`config.mk`:
```
export PLATFORM = sky130hd
export DESIGN_NAME = uart_pin_strap_defaults
export DESIGN_NICKNAME = d
export VERILOG_FILES = /design/src/strap_defaults_pkg.sv /design/src/uart_pin_strap_defaults.sv
export SDC_FILE = /design/constraint.sdc
export NUM_CORES = 1
export LEC_CHECK = 0
export BUFFER_PORTS_ARGS = -buffer_cell sky130_fd_sc_hd__buf_2
export CORE_AREA = 2 2 69 87
export CTS_BUF_LIST = sky130_fd_sc_hd__clkbuf_4 sky130_fd_sc_hd__clkbuf_8
export CTS_CLUSTER_DIAMETER = 60
export DETAILED_ROUTE_END_ITERATION = 10
export DIE_AREA = 0 0 71 89
export PLACE_DENSITY = 0.79
export SYNTH_ARGS = -nofsm -noshare
export SYNTH_HDL_FRONTEND = slang
export SYNTH_SLANG_ARGS = --single-unit
export TNS_END_PERCENT = 30
```
`constraint.sdc`:
```
create_clock -name ref_clk -period 2.2 [get_ports ref_clk]
set_clock_uncertainty 0.2 [all_clocks]
set_input_delay 0.33 -clock ref_clk [delete_from_list [all_inputs] [get_ports ref_clk]]
set_output_delay 0.33 -clock ref_clk [all_outputs]
set_load 0.01 [all_outputs]
```
`src/strap_defaults_pkg.sv`:
```
// Functional notes
// RQ1: Strap pins sampled at every reset pick each channel's default config values.
// RQ2: Strapped config values stay writable; a software write replaces the default.
// RQ3: Channel A serial output is 1 during reset and when idle.
// RQ4: Infrared output is 0 during reset and when idle.
// RQ5: Line driver idles serial input at 1; device treats 1 as idle.
// RQ6: Infrared receiver idles at 0; device treats 0 as no data.
// RQ7: Watchdog output is active low open drain, released when not asserted.
// RQ8: Modem status inputs are active low, or general purpose inputs.
// RQ9: Modem control outputs are active low, or general purpose outputs.
// RQ10: Device runs from one external 24 or 48 MHz clock; REF_CLOCK_MHZ here is set to 100.
// RQ11: Config port strap reads 1 without pull-down, choosing the default port pair.
// RQ12: Straps captured once at reset release, held until the next reset.
`default_nettype none
package strap_defaults_pkg;

    // ==================================================
    // Strap default values per pin state
    localparam logic [7:0] ENABLE_ON = 8'h01;
    localparam logic [7:0] ALT_BASE_HIGH = 8'h03;
    localparam logic [7:0] ALT_BASE_LOW = 8'he0;
    localparam logic [7:0] ALT_IRQ = 8'h03;
    localparam logic [7:0] PRI_BASE_HIGH = 8'h03;
    localparam logic [7:0] PRI_BASE_LOW = 8'hf8;
    localparam logic [7:0] PRI_IRQ = 8'h03;
    localparam logic [7:0] CFG_INDEX_DEFAULT = 8'h2e;
    localparam logic [7:0] CFG_DATA_DEFAULT = 8'h2f;
    localparam logic [7:0] CFG_INDEX_ALT = 8'h4e;
    localparam logic [7:0] CFG_DATA_ALT = 8'h4f;
    localparam logic [7:0] ZERO_BYTE = 8'h00;

    // ==================================================
    // Clock figures
    localparam int REF_CLOCK_MHZ = 100;

    typedef struct packed {
        logic [7:0] enable;
        logic [7:0] baseHigh;
        logic [7:0] baseLow;
        logic [7:0] irqSel;
    } chan_cfg_t;

    typedef struct packed {
        logic [1:0] field;
        logic [7:0] data;
    } cfg_write_t;

    typedef struct packed {
        logic clearToSend;
        logic setReady;
        logic carrierDetect;
        logic ringInd;
    } modem_status_t;

    typedef enum logic [1:0] {
        ST_RESET = 2'b00,
        ST_CAPTURE = 2'b01,
        ST_RUN = 2'b10
    } load_state_t;

    typedef struct packed {
        load_state_t state;
        logic strapPrimary;
        logic strapAlt;
        logic strapConfigPort;
        chan_cfg_t cfg;
        logic serialOut;
        logic infraredOut;
        logic requestToSendN;
        logic terminalReadyN;
        logic watchdogOe;
        modem_status_t status;
        logic rxIdle;
        logic irIdle;
        logic [7:0] cfgIndexPort;
        logic [7:0] cfgDataPort;
    } loader_state_t;

endpackage
`default_nettype wire

```
`src/uart_pin_strap_defaults.sv`:
```
`timescale 1ns/1ps
`default_nettype none
module uart_pin_strap_defaults (
    input wire logic ref_clk,
    input wire logic reset,
    input wire logic strap_primary_base_chan_a,
    input wire logic strap_alt_base_chan_a,
    input wire logic strap_config_port_select,
    input wire logic cfgWriteValid,
    input wire strap_defaults_pkg::cfg_write_t cfgWrite,
    input wire logic txActive,
    input wire logic txBit,
    input wire logic irActive,
    input wire logic irBit,
    input wire logic modemCtrlEnable,
    input wire logic requestToSend,
    input wire logic terminalReady,
    input wire logic [1:0] gpOut,
    input wire logic watchdogExpired,
    input wire logic chan_a_serial_in,
    input wire logic infrared_serial_in,
    input wire logic chan_a_clear_to_send_n,
    input wire logic chan_a_set_ready_n,
    input wire logic chan_a_carrier_detect_n,
    input wire logic chan_a_ring_ind_n,
    output logic chan_a_serial_out,
    output logic infrared_serial_out,
    output logic chan_a_request_to_send_n,
    output logic chan_a_terminal_ready_n,
    output logic watchdog_expire_n,
    output logic watchdogExpireOe,
    output strap_defaults_pkg::chan_cfg_t chanCfg,
    output strap_defaults_pkg::modem_status_t modemStatus,
    output logic rxLineIdle,
    output logic irLineIdle,
    output logic [7:0] cfgIndexPort,
    output logic [7:0] cfgDataPort,
    output logic strapsValid
);
    // Single clock domain; ref_clk stands in for the 24/48 MHz input [RQ10]

    strap_defaults_pkg::loader_state_t st_reg;
    strap_defaults_pkg::loader_state_t st_next;

    function automatic strap_defaults_pkg::chan_cfg_t strapCfg(
        input logic primary,
        input logic alt
    );
        strap_defaults_pkg::chan_cfg_t c;
        c = '0;
        // Primary wins when both straps are high
        if (primary) begin
            c.enable = strap_defaults_pkg::ENABLE_ON;
            c.baseHigh = strap_defaults_pkg::PRI_BASE_HIGH;
            c.baseLow = strap_defaults_pkg::PRI_BASE_LOW;
            c.irqSel = strap_defaults_pkg::PRI_IRQ;
        end else if (alt) begin
            c.enable = strap_defaults_pkg::ENABLE_ON;
            c.baseHigh = strap_defaults_pkg::ALT_BASE_HIGH;
            c.baseLow = strap_defaults_pkg::ALT_BASE_LOW;
            c.irqSel = strap_defaults_pkg::ALT_IRQ;
        end
        return c;
    endfunction

    // ==================================================
    // Next state
    always_comb begin
        st_next = st_reg;
        case (st_reg.state)
            strap_defaults_pkg::ST_RESET: begin
                // Pins still carry strap levels, not driven values
                st_next.state = strap_defaults_pkg::ST_CAPTURE;
            end
            strap_defaults_pkg::ST_CAPTURE: begin
                st_next.strapPrimary = strap_primary_base_chan_a; // [RQ1] [RQ12]
                st_next.strapAlt = strap_alt_base_chan_a; // [RQ1] [RQ12]
                st_next.strapConfigPort = strap_config_port_select; // [RQ12]
                st_next.cfg = strapCfg(strap_primary_base_chan_a,
                    strap_alt_base_chan_a); // [RQ1]
                if (strap_config_port_select) begin // [RQ11]
                    st_next.cfgIndexPort = strap_defaults_pkg::CFG_INDEX_DEFAULT;
                    st_next.cfgDataPort = strap_defaults_pkg::CFG_DATA_DEFAULT;
                end else begin
                    st_next.cfgIndexPort = strap_defaults_pkg::CFG_INDEX_ALT;
                    st_next.cfgDataPort = strap_defaults_pkg::CFG_DATA_ALT;
                end
                st_next.state = strap_defaults_pkg::ST_RUN;
            end
            strap_defaults_pkg::ST_RUN: begin
                if (cfgWriteValid) begin // [RQ2]
                    case (cfgWrite.field)
                        2'h0: st_next.cfg.enable = cfgWrite.data;
                        2'h1: st_next.cfg.baseHigh = cfgWrite.data;
                        2'h2: st_next.cfg.baseLow = cfgWrite.data;
                        default: st_next.cfg.irqSel = cfgWrite.data;
                    endcase
                end
            end
            default: st_next.state = strap_defaults_pkg::ST_RESET;
        endcase
        // Pins only leave idle once straps are held
        if (st_reg.state == strap_defaults_pkg::ST_RUN) begin
            st_next.serialOut = txActive ? txBit : 1'b1; // [RQ3]
            st_next.infraredOut = irActive ? irBit : 1'b0; // [RQ4]
            // Active low as modem control, raw level as GPIO [RQ9]
            st_next.requestToSendN = modemCtrlEnable ? ~requestToSend : gpOut[0];
            st_next.terminalReadyN = modemCtrlEnable ? ~terminalReady : gpOut[1];
            st_next.watchdogOe = ~watchdogExpired; // [RQ7]
        end else begin
            st_next.serialOut = 1'b1; // [RQ3]
            st_next.infraredOut = 1'b0; // [RQ4]
            st_next.requestToSendN = 1'b1; // [RQ9]
            st_next.terminalReadyN = 1'b1;
            st_next.watchdogOe = 1'b1; // [RQ7]
        end
        // Asserted-high status, or raw levels as general purpose inputs [RQ8]
        st_next.status.clearToSend = modemCtrlEnable ? ~chan_a_clear_to_send_n
            : chan_a_clear_to_send_n;
        st_next.status.setReady = modemCtrlEnable ? ~chan_a_set_ready_n
            : chan_a_set_ready_n;
        st_next.status.carrierDetect = modemCtrlEnable ? ~chan_a_carrier_detect_n
            : chan_a_carrier_detect_n;
        st_next.status.ringInd = modemCtrlEnable ? ~chan_a_ring_ind_n
            : chan_a_ring_ind_n;
        st_next.rxIdle = chan_a_serial_in; // [RQ5]
        st_next.irIdle = ~infrared_serial_in; // [RQ6]
        if (reset) begin
            st_next = '0;
            st_next.state = strap_defaults_pkg::ST_RESET;
            st_next.serialOut = 1'b1; // [RQ3]
            st_next.requestToSendN = 1'b1;
            st_next.terminalReadyN = 1'b1;
            st_next.watchdogOe = 1'b1; // [RQ7]
            st_next.rxIdle = 1'b1;
            st_next.irIdle = 1'b1;
        end
    end

    // ==================================================
    // State register
    always_ff @(posedge ref_clk) begin
        st_reg <= st_next;
    end

    // ==================================================
    // Outputs direct from flops, except watchdog_expire_n tied low and strapsValid decoded from state
    assign chan_a_serial_out = st_reg.serialOut;
    assign infrared_serial_out = st_reg.infraredOut;
    assign chan_a_request_to_send_n = st_reg.requestToSendN;
    assign chan_a_terminal_ready_n = st_reg.terminalReadyN;
    // Open drain: data always low, enable low means pulling [RQ7]
    assign watchdog_expire_n = 1'b0;
    assign watchdogExpireOe = st_reg.watchdogOe;
    assign chanCfg = st_reg.cfg;
    assign modemStatus = st_reg.status;
    assign rxLineIdle = st_reg.rxIdle;
    assign irLineIdle = st_reg.irIdle;
    assign cfgIndexPort = st_reg.cfgIndexPort;
    assign cfgDataPort = st_reg.cfgDataPort;
    assign strapsValid = (st_reg.state == strap_defaults_pkg::ST_RUN);

endmodule // uart_pin_strap_defaults
`default_nettype wire

```
After elaboration in Yosys (flattened, before gate mapping)
Cells that the tools add are included.
W data, S select, Z words.

storage, ports and cells
  register bits after elaboration = 61
  latch bits = 0
  bits in writable memories = 0
  bits in read-only memories = 0
  bits of input ports = 32
  output and inout port bits = 61
  word-level logic and storage cells = 65
  memories = 0

operators by class
  add/subtract/negate cells = 0
  multiply operators = 0
  div/mod/pow operators = 0
  $lt $le $gt $ge = 0
  eq/ne operators = 9
  shift-type cells = 0
  muxes and demuxes = 16
  bitwise logic cells = 11
  reductions and logical operators = 11

operator list
  operator              number
  $pmux W32 S2          1
  $mux W25              2
  $mux W32              1
  $mux W8               4
  $mux W15              1
  $reduce_and A3 Y1     4
  $not A1 Y1            11
  $reduce_or A3 Y1      3
  $mux W1               6
  $ne A2 B1 Y1 const B  3
  $pmux W2 S3           1
  $eq A2 B1 Y1 const B  2
  $eq A2 B2 Y1 const B  2
  $logic_not A2 Y1      2
  $ne A2 B2 Y1 const B  2
  $reduce_bool A2 Y1    1
  $reduce_or A2 Y1      1

Longest topological paths before layout
Gate-level depths: netlist (run 1).

  depth in word-level cells = 5
  depth in mapped cells = 6
  mapped depth without buffers = 5

Worst setup path before layout (run 1)
Ideal clock, no wire load.

  kind = register -> register
  start point = register st_reg[62] (netlist bit)
  end point = register st_reg, in the netlist chanCfg[17]
  setup time = 0.079 ns
  arrival time = 1.425 ns
  required time = 1.921 ns
  path slack = 0.496 ns
  cell stages (with the launch flop) = 7
  path buffers = 1
  period minus slack after synthesis = 1.704 ns
  path through = dfxtp_1 -> nand2b_1 -> clkinv_2 -> nand4b_1 -> buf_4 -> mux2_4 -> a211oi_2

on the way
  word-level cells in the longest chain between the ends = 3
  elaborated cells between the ends (all ways) = 7
  those cells by class = eq/ne: 4; mux: 1; reduce/logical: 2

RTL lines
  element                                               line                            RTL
  from (decl)                                           uart_pin_strap_defaults.sv:42   strap_defaults_pkg::loader_state_t st_reg;
  from (signal assigned)                                uart_pin_strap_defaults.sv:143  st_reg <= st_next;
  $eq A2 B2 Y1 *                                        -
  via strapsValid                                       uart_pin_strap_defaults.sv:38   output logic strapsValid
  $ne A2 B1 Y1 (no line), or another cell as far along  -
  $reduce_and A3 Y1 (no line)                           -

The timed path passes the listed nets; every way through them passes the cells marked *.
A chain may end at the register's enable or synchronous reset.

Final worst setup path (run 1)
  start point = register st_reg[63] (netlist bit)
  end point = register st_reg, in the netlist chanCfg[29]

on the way
  word-level cells in the longest chain between the ends = 3
  elaborated cells between the ends (all ways) = 7
  those cells by class = eq/ne: 4; mux: 1; reduce/logical: 2

RTL lines
  element                                               line                           RTL
  $eq A2 B2 Y1 or $eq A2 B1 Y1 (tied branches)          uart_pin_strap_defaults.sv:70  case (st_reg.state)
  $ne A2 B1 Y1 (no line), or another cell as far along  -
  $reduce_and A3 Y1 (no line)                           -

Parallel ways exist; a longest one is shown, timed or not.

==> results of run 1 <==
## kinds of logic (layout without fill, tap and decap cells)
| family | count (synthesis) | after routing |
|---|---|---|
| simple gates | 90 | 90 |
| buf+inv | 65 | 105 |
| flops | 48 | 48 |
| compound gates | 24 | 24 |
| mux | 23 | 23 |
| xor+xnor | 4 | 4 |
| other cells | 1 | 6 |
## final cells by class
type | instances | area, sq um
multi-input cells | 147 | 945
clock buffers | 6 | 76.3
fillers | 543 | 2830
flip-flops and latches | 48 | 961
repair buffers | 96 | 510
well taps | 64 | 80.1
inverters | 1 | 5.00
clock inverters | 2 | 35.0
## cell usage in the layout (no fill, tap or decap), types with 2 or more instances in the layout
master          n
buf_2          86
dfxtp_1        48
nor2_1         32
mux2i_1        21
and2_1         16
nand2_1        13
nand2b_1       10
o21ai_0         8
buf_4           8
a21oi_1         7
conb_1          6
clkbuf_8        5
xnor2_1         4
o211ai_1        3
and2_0          3
nand3_1         3
clkinv_2        2
nor3_1          2
and3b_1         2
o221a_2         2
dlygate4sd3_1   2
## report_power, final
group | total [uW] | internal, uW | switching, uW
Clock | 634 | 350 | 284
Sequential | 948 | 919 | 28.9
Combinational | 320 | 138 | 182
## metrics by stage
step	worst slack (ns)	power (uW)	instances
after floorplan	0.496	1230	260
after global placement	0.285	1280	354
after detailed placement	0.182	1290	354
after CTS	0.163	1930	364
after global routing	0.0254	1990	364
final	0.146	1900	364
## how the worst max path moves through the flow
| stage | startpoint | slack [ns] | to |
|---|---|---|---|
| detailed placement | st_reg[63] | 0.18 | chanCfg[29] |
| CTS | st_reg[62] | 0.16 | chanCfg[29] |
| floorplan | st_reg[62] | 0.50 | chanCfg[17] |
| global placement | st_reg[63] | 0.29 | chanCfg[31] |
| global route | st_reg[63] | 0.03 | chanCfg[30] |
| finish | st_reg[63] | 0.15 | chanCfg[29] |
## worst max-delay path, cell delays in order, from the launching register on
cell	delay, ns
dfxtp_1	0.44
nand2b_1	0.28
nor4b_2	0.50
buf_4	0.25
mux2i_1	0.20
nor2_1	0.06
## metal layers
layer / vias up / global-route usage, % / part of all wire [%]
met3: 8 / 5.75 / 9.5
li1: 863 / - / -
met2: 77 / 26.8 / 48
met1: 802 / 17.5 / 41
met5: - / 0 / 0
met4: 0 / 6.35 / 1.7
## timing repair
action	in CTS	in global routing
hold buffers	2	0
endpoints found under the setup margin	0	0
hold endpoints to repair	2	0
resized for setup	0	0
==> flow_summary.toml, run 1 <==
[status]
status = "complete, no violations"

[floorplan]
die-width_um = 71
die_area_sq_um = 6320
rows = 30
start_util_pct = 42.8
io-pin-count = 93
core_area_sq_um = 5440
die_h_um = 89

[global_routing]
grt_start_max_net_pins = 28
overflow = 0
gr-usage-all-layers_pct = 15.6
first_global_vias = 1629
grt_pass1_wl_um = 7690
antenna_found_initial = 0

[yosys]
yosysMostFrequentCell = "buf_4"
synth-compound-area-share_pct = 7.30
synth_area_leader_cell = "dfxtp_1"
synth_top_family_by_area = "simple AND/OR/NAND/NOR gates"
syn_area_sq_um = 2330
synthFlopType = "dfxtp_1"
synth_edf_count = 0
netlist_top_cells_count = "buf_4 (54), dfxtp_1 (48), nor2_1 (32)"
synth_adder_area_share_pct = 0
synth_area_leaders = "dfxtp_1 (41%), buf_4 (17%), mux2i_1 (9.0%)"
yosysUniqueCellTypes = 35
synth_warnings = 0
yosys.area_share.simple_pct = 20.3
muxShareOfSynthArea_pct = 10.1
synthCells = 255
synth.yosys.seq_area_share_pct = 41.2
synthXorXnorAreaFrac_pct = 1.50
syn_avg_cell_area_sq_um = 9.14
async_reset_ff_share_pct = 0
ys_seq_elements = 48
synth.top_cell.area_share_pct = 41.2

[timing]
hold_viol = 0
rsz0062_at_grt = "false"
setup_viol = 0
whs_ns = 0.0201
finalMaxSlewViolations = 0
post-route-period-util_pct = 93.4
max_freq_mhz = 487
fin_setup_tns_ns = 0
layout_min_cycle_time_ns = 2.05

[pwr]
power_density_nw_per_um2 = 728
ir_worst_vdd_uv = 306
leakagePower_uw = 0.00130

[clock_tree]
cts.sinks = 48
tritoncts = "yes"
htreeDepth = 2
numCtsBuffers = 5
clk_latency_ns = 0.30
clk_pin_slew_ns = 0.09
cts_setup_buffers = 0
clockRootBuffer = "clkbuf_8"
clk_path_buf_depth = 2

[placement]
place_area_sq_um = 2480
dp_hpwl_um = 3660
gp_congestion = 0.834
numPortBuffers = 86

[worst_hold_path]
hold_class = "primary input to flop"
worstHoldStart = "chan_a_serial_in"
hold_depth = 2
whs_endpoint = "rxLineIdle"

[drt]
drt_pre_antenna_iters = 4
via_per_inst = 4.81
drc = 0
antenna_left = 0
first_iter_violations = 79
num_vias = 1750
avgRoutedWirePerCell_um = 13.3
wl_um = 4850

[critical_path]
critPathKind = "flop to flop"
cp_max_fo = 8
critPathCaptureType = "flop"
rrSetupSlack_ns = 0.15
r2r-end = "chanCfg[29]"
cp.required_ns = 2.17
reg2reg_depth = 5
reg2reg_from = "st_reg[63]"
critPathArrivalTime_ns = 2.03
critPathLaunchType = "flop"

[layout]
syn2layout_area_growth_pct = 12.1
largest_register_ffs = 32
antenna_cells = 0
fin_area_sq_um = 2610
final_nets = 331
fin_util_pct = 48.0
drive_gt1_share_pct = 37.7

[job]
cap_viol_max_count = 0
No activity file was read; power rests on OpenSTA's default activity.
==> run 2: changes to the inputs <==
--- a/config.mk
+++ b/config.mk
@@ -12,6 +12,7 @@
 export DETAILED_ROUTE_END_ITERATION = 10
 export DIE_AREA = 0 0 71 89
 export PLACE_DENSITY = 0.79
+export RECOVER_POWER = 50
 export SYNTH_ARGS = -nofsm -noshare
 export SYNTH_HDL_FRONTEND = slang
 export SYNTH_SLANG_ARGS = --single-unit
==> run 2 against run 1 <==
Critical path depth is the same. Global-route usage is the same. Sequential share of layout area grew 0.79 points. First-iteration DRC count shrank 5.1%. Power shrank 0.64%. Fmax grew 0.16%. Critical path type unchanged. Critical endpoint unchanged.
==> flow_summary.toml, run 2 (synthesized netlist as in run 1, its figures left out) <==
[layout]
largest_register_ffs = 32
syn2layout_area_growth_pct = 9.72
antenna_cells = 0
fin_cells = 364
fill_cells = 554
layout_commonest_cell = "dfxtp_1"
multi_input_area_sq_um = 945
fin_util_pct = 47.0
final_nets = 331
drive_gt1_share_pct = 23.0
seq_area_sq_um = 961
layout_common_cells = "dfxtp_1 (48), clkbuf_1 (44), buf_2 (42)"

[pwr]
p_int_uw = 1390
power_uw = 1890
leakagePower_uw = 0.00113
clkPwrFrac_pct = 33.5
seqPwrFrac_pct = 50.2
power_density_nw_per_um2 = 739
netSwitchingFraction_pct = 26.2
switchingPower_uw = 496
ir_worst_vdd_uv = 304
combPwrFrac_pct = 16.3

[clock_tree]
cts_hold_buf = 2
tritoncts = "yes"
clockRootBuffer = "clkbuf_8"
cts_setup_buffers = 0
clk_pin_slew_ns = 0.09
numCtsBuffers = 5
htreeDepth = 2
clk_path_buf_depth = 2
clk_latency_ns = 0.30
cts.sinks = 48
ctsResizeCount = 0

[critical_path]
cp.required_ns = 2.17
cpPeakStageDelay_ns = 0.50
critPathCaptureType = "flop"
critPathArrivalTime_ns = 2.02
worstPathCellList = "nand2b_1, nor4b_2, buf_4, mux2i_1, nor2_1"
reg2reg_from = "st_reg[63]"
cp-startpoint = "st_reg[63]"
critPathLaunchType = "flop"
path_buf_inv = 1
critical_path.top_delay_family = "simple AND/OR/NAND/NOR gates"
crit_path_top_delay_cell = "nor4b_2"
critPathKind = "flop to flop"
cp_max_fo = 8

[floorplan]
start_util_pct = 42.8
io-pin-count = 93
rows = 30
die-width_um = 71
die_area_sq_um = 6320
core_area_sq_um = 5440
die_h_um = 89

[global_routing]
first_global_vias = 1629
grt_start_max_net_pins = 28
antenna_found_initial = 0
overflow = 0
gr-usage-all-layers_pct = 15.6
grt_pass1_wl_um = 7690

[timing]
hold_viol = 0
post-route-period-util_pct = 93.2
rsz0062_at_grt = "false"
setup_viol = 0
fin_setup_tns_ns = 0
finalMaxSlewViolations = 0
max_freq_mhz = 488
fin_ws_ns = 0.150
layout_min_cycle_time_ns = 2.05

[drt]
avgRoutedWirePerCell_um = 13.4
wl_um = 4860
drc = 0
num_vias = 1735
antenna_left = 0
via_per_inst = 4.77
drt_pre_antenna_iters = 4
first_iter_violations = 75

[job]
cap_viol_max_count = 0

[worst_hold_path]
worstHoldStart = "txBit"
hold_class = "primary input to flop"

[status]
status = "complete, no violations"

[placement]
dp_cells = 354
numPortBuffers = 86
gp_congestion = 0.834
dp_hpwl_um = 3660
dp_worst_setup_slack_ns = 0.182
## run 2: cell types whose count changed in the layout (fill, tap and decap cells not counted)
cell	previous run	this run
buf_2	86	42
clkbuf_1	0	44
## run 2: path summary, 6_finish.rpt
check | endpoint | cells past startpoint | slack, ns
max | chanCfg[29] | 5 | 0.15
min | chan_a_serial_out | 2 | 0.02
max reg2reg | chanCfg[29] | 5 | 0.15
min reg2reg | chanCfg[9] | 2 | 0.27
## run 2: power groups by stage
stage	combinational (uW)	sequential (uW)	clock, uW
global route	340	957	687
finish	308	950	633
detailed placement	320	968	0
CTS	323	948	659
floorplan	262	966	0
global placement	312	966	0
## run 2: layout make-up
type | count | area share, %
Clock buffer | 6 | 2.98
Clock inverter | 2 | 1.37
Tap cell | 64 | 3.13
Multi-Input combinational cell | 147 | 36.9
Timing Repair Buffer | 96 | 17.8
Inverter | 1 | 0.196
Sequential cell | 48 | 37.6
## run 2: through the flow
step                      area, sq um  hold WS (ns)
after floorplan                  2350         0.192
after global placement           2480         0.251
after detailed placement         2480         0.263
after CTS                        2610       0.00670
after global routing             2560        0.0266
final                            2560        0.0208
## run 2: routing by layer
layer  vias to the layer above  global-route usage, %  routed length, um
met4                         0                   6.35                 88
met1                       779                   17.5               2000
met5                         -                      0                  0
met2                        82                   26.8               2340
li1                        864                      -                  -
met3                        10                   5.75                427
==> run 3: changes to the inputs <==
--- a/config.mk
+++ b/config.mk
@@ -5,12 +5,13 @@
 export SDC_FILE = /design/constraint.sdc
 export NUM_CORES = 1
 export LEC_CHECK = 0
+export ABC_AREA = 1
 export BUFFER_PORTS_ARGS = -buffer_cell sky130_fd_sc_hd__buf_2
-export CORE_AREA = 2 2 69 87
+export CORE_AREA = 2 2 71 89
 export CTS_BUF_LIST = sky130_fd_sc_hd__clkbuf_4 sky130_fd_sc_hd__clkbuf_8
 export CTS_CLUSTER_DIAMETER = 60
 export DETAILED_ROUTE_END_ITERATION = 10
-export DIE_AREA = 0 0 71 89
+export DIE_AREA = 0 0 73 91
 export PLACE_DENSITY = 0.79
 export RECOVER_POWER = 50
 export SYNTH_ARGS = -nofsm -noshare
==> run 3 against run 2 <==
Combinational power grew 94%. Sequential share of layout area shrank 0.81 points. Power grew 21%. Largest power group unchanged. Global-route usage grew 0.050 points. Critical path type is now flop to primary output. Largest cell class unchanged.
==> flow_summary.toml, run 3 <==
[yosys]
synth_warnings = 0
netlist_top_cells_count = "nand2_1 (85), nor2_1 (63), buf_4 (53)"
syn_avg_cell_area_sq_um = 7.15
yosysUniqueCellTypes = 25
synth_edf_count = 0
synth.top_cell.area_share_pct = 38.9
syn_area_sq_um = 2470
yosysMostFrequentCell = "nand2_1"
synth_area_leaders = "dfxtp_1 (39%), buf_4 (16%), nand2_1 (13%)"
ys_seq_elements = 48
synthFlopType = "dfxtp_1"
async_reset_ff_share_pct = 0
synth_area_leader_cell = "dfxtp_1"
synthCells = 346
synth.yosys.seq_area_share_pct = 38.9

[critical_path]
cp-startpoint = "st_reg[63]"
critPathArrivalTime_ns = 1.44
cp_max_fo = 13
cp.required_ns = 1.67
critPathKind = "flop to primary output"
critPathLaunchType = "flop"
critPathCaptureType = "primary output"
reg2reg_from = "st_reg[63]"

[global_routing]
gr-usage-all-layers_pct = 15.6
overflow = 0
met1_usage_pct = 17.1
antenna_found_initial = 0
grt_pass1_wl_um = 8280
grt_start_max_net_pins = 31
use_met3_pct = 6.22
grt-busiest-layer = "met2"
first_global_vias = 1915
gr-usage-met2_pct = 26.7

[layout]
antenna_cells = 0
syn2layout_area_growth_pct = 5.72
final_nets = 417
drive_gt1_share_pct = 15.8
layout_common_cells = "nand2_1 (86), nor2_1 (63), dfxtp_1 (48)"
fin_cells = 452
layout_commonest_cell = "nand2_1"
fill_cells = 596
largest_register_ffs = 32

[floorplan]
die-width_um = 73
die_area_sq_um = 6640
core_area_sq_um = 5780
rows = 31
die_h_um = 91
start_util_pct = 42.8
io-pin-count = 93

[clock_tree]
numCtsBuffers = 5
cts.sinks = 48
clk_pin_slew_ns = 0.08
ctsResizeCount = 0
clk_latency_ns = 0.30
clockRootBuffer = "clkbuf_8"
clk_path_buf_depth = 2
tritoncts = "yes"
htreeDepth = 2

[drt]
first_iter_violations = 156
avgRoutedWirePerCell_um = 11.0
drc = 0
num_vias = 2028
antenna_left = 0
drt_pre_antenna_iters = 4
wl_um = 4970
via_per_inst = 4.49

[timing]
rsz0062_at_grt = "false"
setup_viol = 0
finalMaxSlewViolations = 0
layout_min_cycle_time_ns = 1.97
post-route-period-util_pct = 89.4
worst_slew_pin_slew_ns = 0.624
fin_setup_tns_ns = 0
relSlewSlack_pct = 58.4
hold_viol = 0
max_freq_mhz = 509

[pwr]
combPwrFrac_pct = 26.2
p_int_uw = 1540
seqPwrFrac_pct = 45.7
clkPwrFrac_pct = 28.1
power_density_nw_per_um2 = 873
ir_worst_vdd_uv = 432
leakagePower_uw = 0.00136
switchingPower_uw = 744
netSwitchingFraction_pct = 32.6

[placement]
dp_hpwl_um = 3740
dp_cells = 442
numPortBuffers = 86
gp_congestion = 0.828

[status]
status = "complete, no violations"

[worst_hold_path]
hold_class = "primary input to flop"
worstHoldStart = "txBit"

[job]
cap_viol_max_count = 0
## run 3: cell count changes after synthesis, moves of 4 or more
cell / before / now
and2_1: 16 / 0
inv_1: 0 / 45
mux2i_1: 21 / 0
nand2_1: 13 / 85
nand2b_1: 10 / 0
nand3_1: 3 / 8
nand4_1: 0 / 4
nor2_1: 32 / 63
o21ai_0: 8 / 1
## run 3: power groups by stage
stage / Clock (uW) / Sequential [uW] / Combinational [uW]
2_1_floorplan: 0 / 1050 / 610
3_3_place_gp: 0 / 1060 / 617
3_5_place_dp: 0 / 1060 / 630
4_1_cts: 653 / 1040 / 636
5_1_grt: 692 / 1060 / 695
6_report: 641 / 1040 / 599
## run 3: final cells by class
type | count | area, sq um | area share, %
clock inverter | 2 | 35.0 | 1.34
inverter | 47 | 176 | 6.75
timing repair buffer | 89 | 400 | 15.3
sequential | 48 | 961 | 36.8
tap | 66 | 82.6 | 3.16
multi-input combinational | 194 | 882 | 33.7
clock buffer | 6 | 76.3 | 2.92
## run 3: cell families (layout without fill, tap and decap cells)
family,count (synthesis),count (layout),synth area share [%]
AND/OR/NAND/NOR,174,174,31.4
AO/OA/AOI/OAI,10,10,2.23
flip-flops,48,48,38.9
XOR/XNOR,4,4,1.42
buffers and inverters,109,144,25.9
other,1,6,0.152
## run 3: critical path, cell delays in order (launching register included)
cell	delay (ns)
dfxtp_1	0.50
inv_1	0.15
nor2_4	0.28
buf_2	0.20
## run 3: through the flow
step                      setup WS (ns)  hold slack, ns  total power, uW  util, %  instance area, sq um
after floorplan                   0.689           0.199             1660        -                  2490
after global placement            0.535           0.267             1680     44.1                  2550
after CTS                         0.251          0.0119             2330     46.4                  2680
final                             0.234          0.0110             2280     45.2                  2610
after global routing             0.0692         0.00404             2450     45.2                  2610
after detailed placement          0.423           0.274             1690     44.1                  2550
## run 3: metal layers
metal  vias up  routed length [um]
met5         -                   0
met3        11                 465
li1       1041                   -
met4         0                 114
met1       889                2030
met2        87                2360
## run 3: path summary, 6_finish.rpt
| kind | cells past startpoint | endpoint | slack [ns] |
|---|---|---|---|
| hold reg to reg | 2 | chanCfg[9] | 0.29 |
| hold / removal | 2 | chan_a_serial_out | 0.01 |
| setup / recovery | 3 | strapsValid | 0.23 |
| setup reg to reg | 7 | chanCfg[26] | 0.34 |
## run 3: timing repair
action / CTS / global route
hold buffers: 2 / 0
setup buffers: 0 / 0
hold endpoints to repair: 2 / 0
